[src/include/cwd_params.svh]
// Constants for the configuration word decoder: fuse field positions,
// field codes, register offsets and reset values.
// Assumes it is included once per compile unit by its bare name.
`ifndef CWD_PARAMS_SVH
`define CWD_PARAMS_SVH

`define CWD_FUSE_W          8
`define CWD_SYNC_W          1
`define CWD_ADDR_W          8

// Source select fuse word
`define CWD_SRC_SEL_LSB     0
`define CWD_SRC_SEL_MSB     2
`define CWD_TWO_SPEED_BIT   7
// Oscillator fuse word
`define CWD_PRI_MODE_LSB    0
`define CWD_PRI_MODE_MSB    1
`define CWD_PIN_FUNC_BIT    2
`define CWD_SW_MON_LSB      6
`define CWD_SW_MON_MSB      7
// Watchdog fuse word
`define CWD_POST_LSB        0
`define CWD_POST_MSB        3
`define CWD_PRE_BIT         4
`define CWD_WIN_DIS_BIT     6
`define CWD_WDT_FUSE_BIT    7
// Debug fuse word
`define CWD_DBG_CH_LSB      0
`define CWD_DBG_CH_MSB      1
`define CWD_TEST_PORT_BIT   5

// Initial source codes
`define CWD_SRC_FAST_RC     3'h0
`define CWD_SRC_FAST_PLL    3'h1
`define CWD_SRC_PRI         3'h2
`define CWD_SRC_PRI_PLL     3'h3
`define CWD_SRC_SECONDARY   3'h4
`define CWD_SRC_LOW_RC      3'h5
`define CWD_SRC_FAST_DIV16  3'h6
`define CWD_SRC_FAST_POST   3'h7

// Primary oscillator mode codes
`define CWD_PRI_EXT_CLOCK   2'h0
`define CWD_PRI_STD_XTAL    2'h1
`define CWD_PRI_HS_XTAL     2'h2
`define CWD_PRI_DISABLED    2'h3

// Switch and monitor codes
`define CWD_SW_MON_BOTH     2'h0
`define CWD_SW_MON_SWITCH   2'h1

// Debug channel codes
`define CWD_DBG_PAIR_A      2'h3
`define CWD_DBG_PAIR_B      2'h2
`define CWD_DBG_PAIR_C      2'h1

// Watchdog dividers
`define CWD_PRE_DIV_HI      8'h80
`define CWD_PRE_DIV_LO      8'h20
`define CWD_POST_UNIT       16'h0001

// Register byte offsets and the soft enable bit
`define CWD_REG_RESET_CTRL  8'h00
`define CWD_REG_CLOCK_STAT  8'h04
`define CWD_REG_WDT_STAT    8'h08
`define CWD_REG_DEBUG_STAT  8'h0c
`define CWD_REG_FUSE_RAW    8'h10
`define CWD_SOFT_EN_BIT     0

`define CWD_FUSE_RST        8'h00
`define CWD_WORD_RST        32'h0000_0000

`endif

[src/include/cwd_pkg.sv]
// Types for the configuration word decoder.
// Assumes cwd_params.svh is on the include path.
`include "cwd_params.svh"

package cwd_pkg;

  typedef enum logic [1:0] {
    CWD_CAPTURE,
    CWD_FAST_START,
    CWD_RUN
  } cwd_state_t;

  typedef struct packed {
    logic [`CWD_SYNC_W-1:0] meta;
    logic [`CWD_SYNC_W-1:0] stable;
  } cwd_sync_st_t;

  typedef struct packed {
    cwd_state_t             state;
    logic [`CWD_FUSE_W-1:0] src_word;
    logic [`CWD_FUSE_W-1:0] osc_word;
    logic [`CWD_FUSE_W-1:0] wdt_word;
    logic [`CWD_FUSE_W-1:0] dbg_word;
    logic                   soft_en;
    logic                   valid;
    logic                   start_fast;
    logic [2:0]             clock_source;
    logic                   switch_en;
    logic                   monitor_en;
    logic                   pin_clkout;
    logic                   pin_gpio;
    logic                   pri_en;
    logic                   pri_hs;
    logic                   pri_std;
    logic                   pri_ext;
    logic                   wdt_run;
    logic                   low_power_rc_osc_en;
    logic                   wdt_window;
    logic [7:0]             wdt_pre;
    logic [15:0]            wdt_post;
    logic                   test_port_en;
    logic [2:0]             dbg_pair;
    logic                   dbg_reserved;
    logic [31:0]            prdata;
    logic                   pready;
    logic                   pslverr;
  } cwd_st_t;

endpackage
[src/core/cwd_decoder.sv]
// Configuration word decoder: takes the four fuse words at reset release,
// decodes them into clock, watchdog and debug settings, and exposes the
// software watchdog enable and read-back status over an APB slave.
// Assumes fuse words are stable on the core clock around reset release and
// that the source-ready level comes from the oscillator domain.
//
// Function
// - Two-speed start runs fast RC until ready
// - Three-bit initial source field selects the clock
// - Switch/monitor field enables switching and monitor
// - Second pin: clock out or GPIO outside crystals
// - Primary mode: off, HS, standard crystal, external
// - Fuse enable forces watchdog and low-power RC on
// - Otherwise software bit gates watchdog, and RC unless the clock source output is low-power RC (not yet during a two-speed start)
// - Window-disable fuse selects non-window mode
// - Prescale fuse selects divide 128 or 32
// - Postscale field gives ratio two to the code
// - Test port enabled by its fuse
// - Debug channel field picks pin pair, 00 reserved
//
// The implementer's own choices: register access over APB and the register addresses.
`timescale 1ns/100ps
`include "cwd_params.svh"

module cwd_decoder
  import cwd_pkg::*;
(
  input  wire logic                   i_core_clk,
  input  wire logic                   i_rst_b,
  input  wire logic [`CWD_FUSE_W-1:0] i_source_select_fuse_word,
  input  wire logic [`CWD_FUSE_W-1:0] i_oscillator_fuse_word,
  input  wire logic [`CWD_FUSE_W-1:0] i_watchdog_fuse_word,
  input  wire logic [`CWD_FUSE_W-1:0] i_debug_fuse_word,
  input  wire logic                   i_source_ready,
  input  wire logic                   i_psel,
  input  wire logic                   i_penable,
  input  wire logic                   i_pwrite,
  input  wire logic [`CWD_ADDR_W-1:0] i_paddr,
  input  wire logic [31:0]            i_pwdata,
  output logic      [31:0]            o_prdata,
  output logic                        o_pready,
  output logic                        o_pslverr,
  output logic                        o_config_valid,
  output logic                        o_start_on_fast_rc,
  output logic      [2:0]             o_clock_source,
  output logic                        o_clock_switch_en,
  output logic                        o_fail_safe_monitor_en,
  output logic                        o_second_pin_clkout,
  output logic                        o_second_pin_gpio,
  output logic                        o_primary_osc_en,
  output logic                        o_high_speed_crystal_mode,
  output logic                        o_standard_crystal_mode,
  output logic                        o_external_clock_mode,
  output logic                        o_watchdog_run,
  output logic                        o_low_power_rc_en,
  output logic                        o_watchdog_window_mode,
  output logic      [7:0]             o_watchdog_prescale,
  output logic      [15:0]            o_watchdog_postscale,
  output logic                        o_test_port_enable,
  output logic      [2:0]             o_debug_pair,
  output logic                        o_debug_channel_reserved
);

  cwd_st_t r;
  cwd_st_t nxt;

  logic [`CWD_SYNC_W-1:0] ready_sync;

  cwd_sync u_ready_sync (
    .i_core_clk (i_core_clk),
    .i_rst_b    (i_rst_b),
    .i_async    (i_source_ready),
    .o_sync     (ready_sync)
  );

  // Fields are decoded from the held copy once captured, and straight
  // from the inputs on the capture edge so outputs settle one edge early.
  logic [`CWD_FUSE_W-1:0] src_w;
  logic [`CWD_FUSE_W-1:0] osc_w;
  logic [`CWD_FUSE_W-1:0] wdt_w;
  logic [`CWD_FUSE_W-1:0] dbg_w;
  logic [2:0]             sel_src;
  logic                   two_speed;
  logic [1:0]             pri_mode;
  logic [1:0]             sw_mon;
  logic [3:0]             post_code;
  logic [1:0]             dbg_ch;
  logic                   crystal;
  logic                   fast_family;
  logic                   soft_en_eff;
  logic                   access;
  logic                   complete;
  logic                   mapped;
  logic [31:0]            rd_word;

  always_comb begin
    if (r.state == CWD_CAPTURE) begin
      src_w = i_source_select_fuse_word;
      osc_w = i_oscillator_fuse_word;
      wdt_w = i_watchdog_fuse_word;
      dbg_w = i_debug_fuse_word;
    end else begin
      src_w = r.src_word;
      osc_w = r.osc_word;
      wdt_w = r.wdt_word;
      dbg_w = r.dbg_word;
    end
  end

  assign sel_src   = src_w[`CWD_SRC_SEL_MSB:`CWD_SRC_SEL_LSB];
  assign two_speed = src_w[`CWD_TWO_SPEED_BIT];
  assign pri_mode  = osc_w[`CWD_PRI_MODE_MSB:`CWD_PRI_MODE_LSB];
  assign sw_mon    = osc_w[`CWD_SW_MON_MSB:`CWD_SW_MON_LSB];
  assign post_code = wdt_w[`CWD_POST_MSB:`CWD_POST_LSB];
  assign dbg_ch    = dbg_w[`CWD_DBG_CH_MSB:`CWD_DBG_CH_LSB];

  // Only the fast RC source code itself skips a two-speed start; its PLL and divided variants do not
  assign fast_family = (sel_src == `CWD_SRC_FAST_RC);

  assign crystal = (pri_mode == `CWD_PRI_HS_XTAL) ||
                   (pri_mode == `CWD_PRI_STD_XTAL);

  // APB: one wait state; the write lands on the edge that completes the access
  assign access   = i_psel && i_penable && !r.pready;
  assign complete = i_psel && i_penable && r.pready;

  always_comb begin
    case (i_paddr)
      `CWD_REG_RESET_CTRL,
      `CWD_REG_CLOCK_STAT,
      `CWD_REG_WDT_STAT,
      `CWD_REG_DEBUG_STAT,
      `CWD_REG_FUSE_RAW:   mapped = 1'b1;
      default:             mapped = 1'b0;
    endcase
  end

  // Software enable as seen by the watchdog on the next edge, so a write
  // shows up in the run flag with no extra cycle of lag
  always_comb begin
    soft_en_eff = r.soft_en;
    if (complete && i_pwrite && (i_paddr == `CWD_REG_RESET_CTRL)) begin
      soft_en_eff = i_pwdata[`CWD_SOFT_EN_BIT];
    end
  end

  // Status words are read-only; unused bits read as zero
  always_comb begin
    case (i_paddr)
      `CWD_REG_RESET_CTRL: begin
        rd_word = `CWD_WORD_RST;
        rd_word[`CWD_SOFT_EN_BIT] = r.soft_en;
      end
      `CWD_REG_CLOCK_STAT: begin
        rd_word = {16'h0000,
                   r.valid, r.pri_ext, r.pri_std, r.pri_hs,
                   r.pri_en, r.pin_gpio, r.pin_clkout, r.monitor_en,
                   r.switch_en, r.start_fast, 3'h0,
                   r.clock_source};
      end
      `CWD_REG_WDT_STAT: begin
        rd_word = {r.wdt_post, r.wdt_pre, 4'h0, r.wdt_window,
                   r.low_power_rc_osc_en, r.wdt_run, 1'b0};
      end
      `CWD_REG_DEBUG_STAT: begin
        rd_word = {24'h00_0000, 2'h0, r.test_port_en, r.dbg_reserved,
                   1'b0, r.dbg_pair};
      end
      `CWD_REG_FUSE_RAW: begin
        rd_word = {r.dbg_word, r.wdt_word, r.osc_word, r.src_word};
      end
      default: begin
        rd_word = `CWD_WORD_RST;
      end
    endcase
  end

  always_comb begin
    nxt = r;

    // Capture on the first edge after release, then never again
    if (r.state == CWD_CAPTURE) begin
      nxt.src_word = i_source_select_fuse_word;
      nxt.osc_word = i_oscillator_fuse_word;
      nxt.wdt_word = i_watchdog_fuse_word;
      nxt.dbg_word = i_debug_fuse_word;
    end

    case (r.state)
      CWD_CAPTURE: begin
        if (two_speed && !fast_family) begin
          nxt.state = CWD_FAST_START;
        end else begin
          nxt.state = CWD_RUN;
        end
      end
      CWD_FAST_START: begin
        if (ready_sync[0]) begin
          nxt.state = CWD_RUN;
        end
      end
      CWD_RUN: begin
        nxt.state = CWD_RUN;
      end
      default: begin
        nxt.state = CWD_CAPTURE;
      end
    endcase

    nxt.valid = 1'b1;
    nxt.start_fast = (nxt.state == CWD_FAST_START);
    if (nxt.state == CWD_FAST_START) begin
      nxt.clock_source = `CWD_SRC_FAST_RC;
    end else begin
      nxt.clock_source = sel_src;
    end

    case (sw_mon)
      `CWD_SW_MON_BOTH: begin
        nxt.switch_en  = 1'b1;
        nxt.monitor_en = 1'b1;
      end
      `CWD_SW_MON_SWITCH: begin
        nxt.switch_en  = 1'b1;
        nxt.monitor_en = 1'b0;
      end
      default: begin
        // Upper bit set: both off, whatever the lower bit holds
        nxt.switch_en  = 1'b0;
        nxt.monitor_en = 1'b0;
      end
    endcase

    // In crystal modes the pin belongs to the oscillator
    nxt.pin_clkout = !crystal && osc_w[`CWD_PIN_FUNC_BIT];
    nxt.pin_gpio   = !crystal && !osc_w[`CWD_PIN_FUNC_BIT];

    // Mode flags are one-hot except for the disabled code, which clears them all and drops the enable
    case (pri_mode)
      `CWD_PRI_DISABLED: begin
        nxt.pri_en  = 1'b0;
        nxt.pri_hs  = 1'b0;
        nxt.pri_std = 1'b0;
        nxt.pri_ext = 1'b0;
      end
      `CWD_PRI_HS_XTAL: begin
        nxt.pri_en  = 1'b1;
        nxt.pri_hs  = 1'b1;
        nxt.pri_std = 1'b0;
        nxt.pri_ext = 1'b0;
      end
      `CWD_PRI_STD_XTAL: begin
        nxt.pri_en  = 1'b1;
        nxt.pri_hs  = 1'b0;
        nxt.pri_std = 1'b1;
        nxt.pri_ext = 1'b0;
      end
      default: begin
        nxt.pri_en  = 1'b1;
        nxt.pri_hs  = 1'b0;
        nxt.pri_std = 1'b0;
        nxt.pri_ext = 1'b1;
      end
    endcase

    nxt.soft_en = soft_en_eff;
    if (wdt_w[`CWD_WDT_FUSE_BIT]) begin
      // Soft bit still stores, but cannot stop the watchdog or its clock
      nxt.wdt_run = 1'b1;
      nxt.low_power_rc_osc_en = 1'b1;
    end else begin
      nxt.wdt_run = soft_en_eff;
      nxt.low_power_rc_osc_en = soft_en_eff || (nxt.clock_source == `CWD_SRC_LOW_RC);
    end

    nxt.wdt_window = !wdt_w[`CWD_WIN_DIS_BIT];
    if (wdt_w[`CWD_PRE_BIT]) begin
      nxt.wdt_pre = `CWD_PRE_DIV_HI;
    end else begin
      nxt.wdt_pre = `CWD_PRE_DIV_LO;
    end
    nxt.wdt_post = `CWD_POST_UNIT << post_code;

    nxt.test_port_en = dbg_w[`CWD_TEST_PORT_BIT];

    nxt.dbg_reserved = 1'b0;
    case (dbg_ch)
      `CWD_DBG_PAIR_A: nxt.dbg_pair = 3'h1;
      `CWD_DBG_PAIR_B: nxt.dbg_pair = 3'h2;
      `CWD_DBG_PAIR_C: nxt.dbg_pair = 3'h4;
      default: begin
        // Reserved code: no pair is routed
        nxt.dbg_pair     = 3'h0;
        nxt.dbg_reserved = 1'b1;
      end
    endcase

    nxt.pready  = access;
    nxt.pslverr = access && !mapped;
    if (access && !i_pwrite) begin
      nxt.prdata = rd_word;
    end
  end

  always_ff @(posedge i_core_clk or negedge i_rst_b) begin
    if (!i_rst_b) begin
      r              <= '0;
      r.state        <= CWD_CAPTURE;
      r.src_word     <= `CWD_FUSE_RST;
      r.osc_word     <= `CWD_FUSE_RST;
      r.wdt_word     <= `CWD_FUSE_RST;
      r.dbg_word     <= `CWD_FUSE_RST;
      r.clock_source <= `CWD_SRC_FAST_RC;
      r.wdt_pre      <= `CWD_PRE_DIV_LO;
      r.wdt_post     <= `CWD_POST_UNIT;
      r.prdata       <= `CWD_WORD_RST;
    end else begin
      r <= nxt;
    end
  end

  assign o_prdata                  = r.prdata;
  assign o_pready                  = r.pready;
  assign o_pslverr                 = r.pslverr;
  assign o_config_valid            = r.valid;
  assign o_start_on_fast_rc        = r.start_fast;
  assign o_clock_source            = r.clock_source;
  assign o_clock_switch_en         = r.switch_en;
  assign o_fail_safe_monitor_en    = r.monitor_en;
  assign o_second_pin_clkout       = r.pin_clkout;
  assign o_second_pin_gpio         = r.pin_gpio;
  assign o_primary_osc_en          = r.pri_en;
  assign o_high_speed_crystal_mode = r.pri_hs;
  assign o_standard_crystal_mode   = r.pri_std;
  assign o_external_clock_mode     = r.pri_ext;
  assign o_watchdog_run            = r.wdt_run;
  assign o_low_power_rc_en         = r.low_power_rc_osc_en;
  assign o_watchdog_window_mode    = r.wdt_window;
  assign o_watchdog_prescale       = r.wdt_pre;
  assign o_watchdog_postscale      = r.wdt_post;
  assign o_test_port_enable        = r.test_port_en;
  assign o_debug_pair              = r.dbg_pair;
  assign o_debug_channel_reserved  = r.dbg_reserved;

endmodule

[src/core/cwd_sync.sv]
// Two-stage synchroniser for levels arriving from another clock domain.
// Assumes the input is a level that stays put for several clock periods.
`timescale 1ns/100ps
`include "cwd_params.svh"

module cwd_sync
  import cwd_pkg::*;
(
  input  wire logic                   i_core_clk,
  input  wire logic                   i_rst_b,
  input  wire logic [`CWD_SYNC_W-1:0] i_async,
  output logic      [`CWD_SYNC_W-1:0] o_sync
);

  cwd_sync_st_t r;
  cwd_sync_st_t nxt;

  // Only the second stage is visible; the first may be metastable
  always_comb begin
    nxt.meta   = i_async;
    nxt.stable = r.meta;
  end

  always_ff @(posedge i_core_clk or negedge i_rst_b) begin
    if (!i_rst_b) begin
      r <= '0;
    end else begin
      r <= nxt;
    end
  end

  assign o_sync = r.stable;

endmodule

[config.mk]
export PLATFORM = sky130hd
export DESIGN_NAME = cwd_decoder
export DESIGN_NICKNAME = d
export VERILOG_FILES = /design/src/include/cwd_pkg.sv /design/src/core/cwd_decoder.sv /design/src/core/cwd_sync.sv
export VERILOG_INCLUDE_DIRS = /design/src /design/src/include
export SDC_FILE = /design/constraint.sdc
export NUM_CORES = 1
export LEC_CHECK = 0
export BUFFER_PORTS_ARGS = -buffer_cell sky130_fd_sc_hd__buf_2
export CORE_AREA = 4 4 116 118
export CTS_CLUSTER_SIZE = 16
export DETAILED_ROUTE_END_ITERATION = 8
export DIE_AREA = 0 0 120 122
export GPL_ROUTABILITY_DRIVEN = 0
export HOLD_SLACK_MARGIN = 0.1
export PLACE_DENSITY = 0.75
export SYNTH_ARGS = -nofsm -noshare
export SYNTH_HDL_FRONTEND = slang
export SYNTH_SLANG_ARGS = --single-unit
[constraint.sdc]
create_clock -name i_core_clk -period 2.15 [get_ports i_core_clk]
set_input_delay 0.3225 -clock i_core_clk [delete_from_list [all_inputs] [get_ports i_core_clk]]
set_output_delay 0.3225 -clock i_core_clk [all_outputs]
set_load 0.05 [all_outputs]
==> impl_metrics.json, run 1 <==
{
  "io_buffers": 119,
  "yosysWarnings": 0,
  "cts_max_path_buffers": 2,
  "cpPeakStageDelay_ns": 0.55,
  "grt_pass1_vias": 3577,
  "fin_ws_ns": 0.262,
  "path_clk_slew_ns": 0.08,
  "cts_tree": "yes",
  "crit_arrival_ns": 2.12,
  "drtIter0Drc": 233,
  "crit_path_top_delay_cell": "or4_1",
  "setup_violations": 0,
  "async_flop_share_pct": 100,
  "grt_max_degree": 58,
  "design_area_um2": 5590,
  "leakage_nw": 2.71,
  "grt_antenna_before_repair": 0,
  "die_height_um": 122,
  "grt-ovfl-total": 0,
  "hp-class": "input port to flop",
  "syn_inst": 435,
  "detail_route.vias_per_cell": 4.91,
  "initial_utilization_pct": 38.9,
  "drtAntennaViolNets": 0,
  "synth_edf_count": 0,
  "endpoint_kind": "flop",
  "finalCritPeriodShare_pct": 87.8,
  "grt.busiest_layer": "met2",
  "grt_pass1_wl_mm": 18.8,
  "met3_usage_pct": 4.64,
  "filler_cell_count": 1171,
  "cts_resized": 0,
  "synth_area_leaders": "dfrtp_1 (56%), buf_4 (9.6%), mux2_2 (5.3%)",
  "grt_use_met1_pct": 21.3,
  "grt_util_met2_pct": 26.0,
  "synth_seq_cells": 110,
  "first_pass_iters": 6,
  "netlist_top_cells_count": "dfrtp_1 (108), buf_4 (62), nand2_1 (39)",
  "p_per_area_nw_per_um2": 1240,
  "slew_headroom_pct": 64.9,
  "fin_cells": 684,
  "worstPathRequired_ns": 2.38,
  "drcViolationCount": 0,
  "routed_wl_mm": 11.7,
  "tightest_slew_ns": 0.525,
  "whs_ns": 0.199,
  "slew_viol_final": 0,
  "ios": 157,
  "startpoint_type": "input port",
  "grt_usage_pct": 16.6,
  "cts-root-buf": "clkbuf_16",
  "synthesis.area_um2": 4850,
  "synth_top_cell_area_share_pct": 55.7,
  "placed_cell_area_um2": 5280,
  "dieArea_um2": 14600,
  "synthFlopType": "dfrtp_1",
  "ys_seq_area_share_pct": 56.8,
  "final_util_pct": 44.9,
  "clock-sinks": 110,
  "syn_to_final_growth_pct": 15.4,
  "synth_cell_types": 42,
  "wl_per_cell_um": 17.1,
  "synthMostInstantiatedCell": "dfrtp_1",
  "via_count": 3361,
  "irDropWorstVdd_mv": 0.401,
  "grt_setup_unrepaired": "no",
  "fin_skew_ns": 0.00930,
  "fin_crit_ns": 1.89,
  "cts_buffers": 9,
  "htreeDepth": 3,
  "insertion_delay_ns": 0.35,
  "drive_gt1_share_pct": 35.8,
  "hold_viol_final": 0,
  "max_freq_ghz": 0.530,
  "path_cells": "buf_2 > or4_1 > nor4_1 > mux2_2 > or2_2",
  "drv_cap": 0,
  "rows": 41,
  "post-dp-hpwl_mm": 8.71,
  "synth_top_cell_by_area": "dfrtp_1",
  "tns_ns": 0,
  "dp.cells": 665,
  "cp_max_fo": 3,
  "status": "finished, final reports clean",
  "power_mw": 6.94,
  "post-place-ws_ns": -0.0557,
  "finalNetCount": 588,
  "core_area_um2": 12500,
  "die_w_um": 120,
  "path_class": "input port to flop",
  "avgSynthCellArea_um2": 11.1
}
==> kinds of logic (layout without fill, tap and decap cells) <==
| logic type | count (synthesis) | count (layout) | synth area share, % |
|---|---|---|---|
| AOI/OAI and AO/OA | 88 | 88 | 11.7 |
| adders and majority gates | 4 | 4 | 1.03 |
| buffers and inverters | 97 | 168 | 12.5 |
| DFF | 110 | 110 | 56.8 |
| muxes | 32 | 32 | 7.20 |
| other | 2 | 8 | 0.155 |
| and+or+nand+nor | 102 | 102 | 10.5 |
==> flip-flops by register name, summed over array words and instances (netlist names), 2 cells and up <==
register	flops
o_prdata	32
r	35
o_watchdog_prescale	2
o_clock_source	3
o_watchdog_postscale	16
o_debug_pair	3
==> worst max-delay path: cells and delay by family <==
kind / cells / cell delay, ns
buffers and inverters: 1 / 0.09
multiplexers: 1 / 0.41
AND/OR/NAND/NOR: 3 / 1.30
==> layer usage <==
metal,vias up,wire (um)
met2,100,5570
met3,23,815
li1,1569,-
met1,1669,5030
met4,0,275
met5,-,0
==> final cells by class <==
class                   instances  area [um2]  area share (%)
flip-flops and latches        110        2760            49.3
multi-input cells             233        1510            27.0
repair buffers                137         763            13.6
clock buffers                   9         225            4.03
well taps                     172         215            3.85
clock inverters                 7        63.8            1.14
inverters                      15        56.3            1.01
diodes                          1        2.50          0.0447
==> cells in the final DEF (no fill, tap or decap), drive strengths merged, types with 4 or more instances in the layout <==
cell type / n
ha: 4
a31oi: 9
nor3: 5
clkbuf: 9
nand2: 39
dfrtp: 108
inv: 19
a22oi: 29
nand2b: 4
nor2b: 7
conb: 7
buf: 135
mux2i: 9
mux2: 23
nor2: 27
nor3b: 6
o21ai: 37
==> what timing repair did <==
action | 4_1_cts | 5_1_grt
hold buffers | 2 | 0
buffers inserted | 0 | 0
hold endpoints to repair | 35 | 0
==> power by group <==
part / total [mW] / leakage [nW] / internal (mW) / switching, mW
clock: 1.62 / 0.136 / 0.813 / 0.803
sequential: 3.05 / 1.41 / 2.65 / 0.392
combinational: 2.28 / 1.16 / 0.653 / 1.62
total: 6.94 / 2.71 / 4.12 / 2.82
==> final timing paths <==
path | to | depth (start not counted) | slack, ns | startpoint
max in group asynchronous | o_watchdog_prescale[5] | 3 | 0.98 | i_rst_b
min reg2reg | u_ready_sync.o_sync | 0 | 0.35 | u_ready_sync.nxt[0]
max | o_watchdog_run | 5 | 0.26 | i_paddr[0]
min in group asynchronous | o_second_pin_gpio | 2 | 0.47 | i_rst_b
max reg2reg | o_prdata[18] | 6 | 0.42 | o_pready
min | r[93] | 2 | 0.20 | i_watchdog_fuse_word[5]
Power figures use the tool's default switching activity.
==> inputs of run 2 (changes only) <==
--- a/config.mk
+++ b/config.mk
@@ -6,14 +6,14 @@
 export SDC_FILE = /design/constraint.sdc
 export NUM_CORES = 1
 export LEC_CHECK = 0
-export BUFFER_PORTS_ARGS = -buffer_cell sky130_fd_sc_hd__buf_2
 export CORE_AREA = 4 4 116 118
 export CTS_CLUSTER_SIZE = 16
 export DETAILED_ROUTE_END_ITERATION = 8
 export DIE_AREA = 0 0 120 122
+export DONT_BUFFER_PORTS = 1
 export GPL_ROUTABILITY_DRIVEN = 0
 export HOLD_SLACK_MARGIN = 0.1
-export PLACE_DENSITY = 0.75
+export PLACE_DENSITY = 0.64
 export SYNTH_ARGS = -nofsm -noshare
 export SYNTH_HDL_FRONTEND = slang
 export SYNTH_SLANG_ARGS = --single-unit
==> run 2 against run 1 <==
Highest routed layer unchanged. Sequential power up 29%. The flow now finishes with violations (negative hold slack). Combinational power down 54%. Count of clock-buffer cells in the layout unchanged. Non-clock buffer count down 120. Sequential share of layout area up 5.4 points. Cell count down 18%. Hold slack worse by 0.53 ns. Clock power up 19%.
==> impl_metrics.json, run 2 (synthesis results as in run 1) <==
{
  "grt_antenna_before_repair": 0,
  "largest_register_ffs": 35,
  "final_common_cell": "dfrtp_1",
  "hold_viol_final": 110,
  "whs_ns": -0.333,
  "max_freq_ghz": 0.577,
  "drive_gt1_share_pct": 15.9,
  "cts_hold_buf": 3,
  "post-dp-hpwl_mm": 7.84,
  "tightest_slew_ns": 0.577,
  "startpoint_type": "flop",
  "grt_usage_pct": 15.2,
  "wl_per_cell_um": 19.1,
  "drcViolationCount": 0,
  "path_class": "flop to flop",
  "status": "complete, but fails checks",
  "routed_wl_mm": 10.8,
  "die_w_um": 120,
  "cts_setup_buffers": 0,
  "cts_resized": 0,
  "first_pass_iters": 4,
  "grt_max_degree": 111,
  "slew_headroom_pct": 61.4,
  "finalNetCount": 468,
  "cts_tree": "yes",
  "p_per_area_nw_per_um2": 1370,
  "fin_crit_ns": 1.73,
  "io_buffers": 0,
  "htreeDepth": 3,
  "dp.cells": 544,
  "core_area_um2": 12500,
  "crit_arrival_ns": 1.96,
  "drv_cap": 0,
  "grt_pass1_wl_mm": 17.0,
  "clock-sinks": 110,
  "mostFrequentLayoutCells": "dfrtp_1 (108), nand2_1 (39), a22oi_1 (29)",
  "fin_cells": 564,
  "fin_skew_ns": 0.00745,
  "filler_cell_count": 1167,
  "cts-root-buf": "clkbuf_16",
  "path_clk_slew_ns": 0.07,
  "top_register": "r",
  "die_height_um": 122,
  "irDropWorstVdd_mv": 0.428,
  "slew_viol_final": 0,
  "detail_route.vias_per_cell": 5.04,
  "dieArea_um2": 14600,
  "via_count": 2841,
  "initial_utilization_pct": 38.9,
  "leakage_nw": 2.18,
  "hp-class": "input port to async pin",
  "worstPathRequired_ns": 2.38,
  "drtIter0Drc": 212,
  "insertion_delay_ns": 0.35,
  "violations": "negative hold slack",
  "grt_pass1_vias": 2875,
  "setup_violations": 0,
  "finalCritPeriodShare_pct": 80.6,
  "cts_buffers": 9,
  "drtAntennaViolNets": 0,
  "cp_max_fo": 6,
  "rows": 41,
  "tns_ns": 0,
  "syn_to_final_growth_pct": 3.97,
  "grt_setup_unrepaired": "no",
  "grt-ovfl-total": 0,
  "endpoint_kind": "flop",
  "ios": 157,
  "cts_max_path_buffers": 2
}
[run 2: changes by cell type in the layout (fill, tap and decap cells not counted)]
| cell | delta |
|---|---|
| bufinv_16 | +3 |
| inv_8 | -1 |
| dlygate4sd3_1 | +1 |
| buf_12 | -1 |
| clkinvlp_4 | -2 |
| buf_2 | -118 |
| buf_4 | -2 |
[run 2: worst max-delay path: stages, from the launching register on]
cell and delay (ns):
dfrtp_1 0.45, or3b_2 0.54, o32ai_1 0.24, nor2_1 0.12
a211o_1 0.27
[run 2: final timing paths]
kind	slack, ns	cells after the start	end	from
setup / recovery	0.42	4	o_low_power_rc_en	r[113]
hold / removal	-0.33	0	o_prdata[30]	i_rst_b
setup reg to reg	0.42	4	o_low_power_rc_en	r[113]
hold reg to reg	0.35	0	u_ready_sync.o_sync	u_ready_sync.nxt[0]
max in group asynchronous	2.24	0	o_watchdog_prescale[5]	i_rst_b
min in group i_core_clk	0.12	1	r[110]	i_source_select_fuse_word[6]
[run 2: metrics by stage]
step / setup slack, ns / utilization, % / hold WS [ns] / power (mW) / instance area (um2)
2_1_floorplan: 0.145 / - / 0.0269 / 4.86 / 4870
3_3_place_gp: 0.100 / 37.3 / 0.0292 / 4.99 / 4660
3_5_place_dp: 0.0747 / 37.3 / 0.0291 / 5.04 / 4660
4_1_cts: 0.418 / 40.4 / -0.347 / 6.99 / 5040
5_1_grt: 0.258 / 40.4 / -0.356 / 7.26 / 5040
6_report: 0.416 / 40.4 / -0.333 / 6.91 / 5040
[run 2: per-layer routing]
metal	GRT usage, %	vias to the layer above	share of wire (%)
li1	-	1325	-
met1	19.5	1426	42
met2	23.7	82	48
met4	4.29	0	1.1
met5	0	-	0
met3	6.50	8	9.4
[run 2: final cells by class]
class                      instances  area (um2)  area share (%)
inverter                          15        56.3            1.12
antenna                            1        2.50          0.0496
timing repair buffer              17         148            2.93
clock buffer                       9         225            4.47
sequential                       110        2760            54.7
tap                              172         215            4.27
multi-input combinational        233        1510            30.0
clock inverter                     7         128            2.53
[run 2: report_power, final]
group	total, mW	switching (mW)	internal (mW)
Combinational	1.06	0.584	0.475
Clock	1.93	0.775	1.16
Sequential	3.92	1.28	2.64
Total	6.91	2.64	4.27
==> inputs of run 3 (changes only) <==
==> constraint.sdc (replaced) <==
create_clock -name i_core_clk -period 1.7 [get_ports i_core_clk]
set_input_delay 0.255 -clock i_core_clk [delete_from_list [all_inputs] [get_ports i_core_clk]]
set_output_delay 0.255 -clock i_core_clk [all_outputs]
set_load 0.05 [all_outputs]
==> run 3 against run 2 <==
The run still ends with negative hold slack left. Global-route usage increased by 1.3 points. Cell count increased by 7.8%. First-iteration DRC count increased by 12%. Critical path depth unchanged. Hold slack got worse by 0.070 ns. Maximum frequency increased by 4.5%. Flip-flop and latch count unchanged. Count of clock-buffer cells in the layout increased by 6. Die area unchanged. Power increased by 24%. Wire length increased by 7.9%.
==> impl_metrics.json, run 3 (synthesis results as in run 1) <==
{
  "via_count": 3097,
  "slew_headroom_pct": 62.6,
  "violations": "negative hold slack",
  "fin_ws_ns": 0.0415,
  "syn_to_final_growth_pct": 12.2,
  "slew_viol_final": 0,
  "drive_gt1_share_pct": 19.7,
  "cp_max_fo": 6,
  "top_register": "r",
  "rows": 41,
  "die_w_um": 120,
  "num_antenna_cells": 0,
  "leakage_nw": 2.37,
  "dieArea_um2": 14600,
  "wl_per_cell_um": 19.1,
  "multi_input_area_um2": 1560,
  "cts_max_path_buffers": 2,
  "irDropWorstVdd_mv": 0.932,
  "whs_ns": -0.404,
  "cts_buffers": 9,
  "hp-class": "input port to async pin",
  "cts_tree": "yes",
  "rr_endpoint": "o_prdata[0]",
  "max_freq_ghz": 0.603,
  "htreeDepth": 3,
  "r2r_cells": 4,
  "placed_cell_area_um2": 4860,
  "insertion_delay_ns": 0.35,
  "hold_viol_final": 110,
  "finalCritPeriodShare_pct": 97.6,
  "drv_cap": 0,
  "clock-sinks": 110,
  "drtAntennaViolNets": 0,
  "grt_max_degree": 111,
  "mostFrequentLayoutCells": "dfrtp_1 (107), nand2_1 (39), buf_4 (30)",
  "reg2reg_slack_ns": 0.04,
  "core_area_um2": 12500,
  "path_class": "flop to flop",
  "design_area_um2": 5440,
  "grt_antenna_before_repair": 0,
  "fin_cells": 608,
  "drcViolationCount": 0,
  "finalNetCount": 513,
  "path_clk_slew_ns": 0.06,
  "startpoint": "o_pready",
  "startpoint_type": "flop",
  "routed_wl_mm": 11.6,
  "dp.cells": 563,
  "tightest_slew_ns": 0.561,
  "crit_arrival_ns": 1.95,
  "status": "complete, but fails checks",
  "fin_crit_ns": 1.66,
  "io_buffers": 0,
  "tns_ns": 0,
  "p_per_area_nw_per_um2": 1570,
  "cts_hold_buf": 28,
  "die_height_um": 122,
  "regArea_um2": 2760,
  "fin_skew_ns": 0.00567,
  "first_pass_iters": 4,
  "grt_pass1_vias": 3252,
  "final_util_pct": 43.7,
  "final_common_cell": "dfrtp_1",
  "filler_cell_count": 1168,
  "ios": 157,
  "power_mw": 8.56,
  "initial_utilization_pct": 38.9,
  "detail_route.vias_per_cell": 5.09,
  "largest_register_ffs": 35,
  "reg2reg_from": "o_pready",
  "grt-ovfl-total": 0,
  "post-place-ws_ns": -0.144,
  "grt_pass1_wl_mm": 18.5,
  "endpoint_kind": "flop",
  "worstPathRequired_ns": 1.99,
  "post-dp-hpwl_mm": 8.37,
  "drtIter0Drc": 237,
  "setup_violations": 0,
  "grt_usage_pct": 16.6,
  "cts-root-buf": "clkbuf_16"
}
## run 3: area by class of cell
type | instances | area share [%]
clock buffer | 15 | 4.92
clock inverter | 1 | 0.0920
inverter | 15 | 1.03
multi-input combinational | 233 | 28.6
sequential | 110 | 50.7
tap | 172 | 3.95
timing repair buffer | 62 | 10.8
## run 3: worst max path at each step
stage | cells past startpoint | to | slack (ns)
finish | 4 | o_prdata[0] | 0.04
CTS | 5 | o_watchdog_postscale[4] | 0.007
floorplan | 5 | o_watchdog_run | -0.17
global route | 5 | o_watchdog_postscale[8] | -0.006
detailed placement | 4 | o_watchdog_run | -0.14
global placement | 4 | o_low_power_rc_en | -0.13
## run 3: power breakdown
part / switching (mW) / internal (mW)
clock: 0.909 / 1.08
combinational: 1.09 / 0.789
sequential: 1.35 / 3.35
## run 3: timing repair
item,in CTS,in global routing
buffers inserted,0,1
hold endpoints to repair,142,110
gates resized for setup,0,4
setup endpoints to repair,0,18
## run 3: critical path, stage by stage (launching register included)
cell       delay (ns)
dfrtp_2          0.40
nand4bb_2        0.28
or4b_4           0.59
a31oi_1          0.23
a21o_1           0.11
## run 3: metal layers
metal	GRT usage, %	up-vias	share of wire (%)
li1	-	1414	-
met1	21.4	1539	42
met2	24.3	132	45
met3	7.61	12	11
met4	6.59	0	1.6
met5	0	-	0
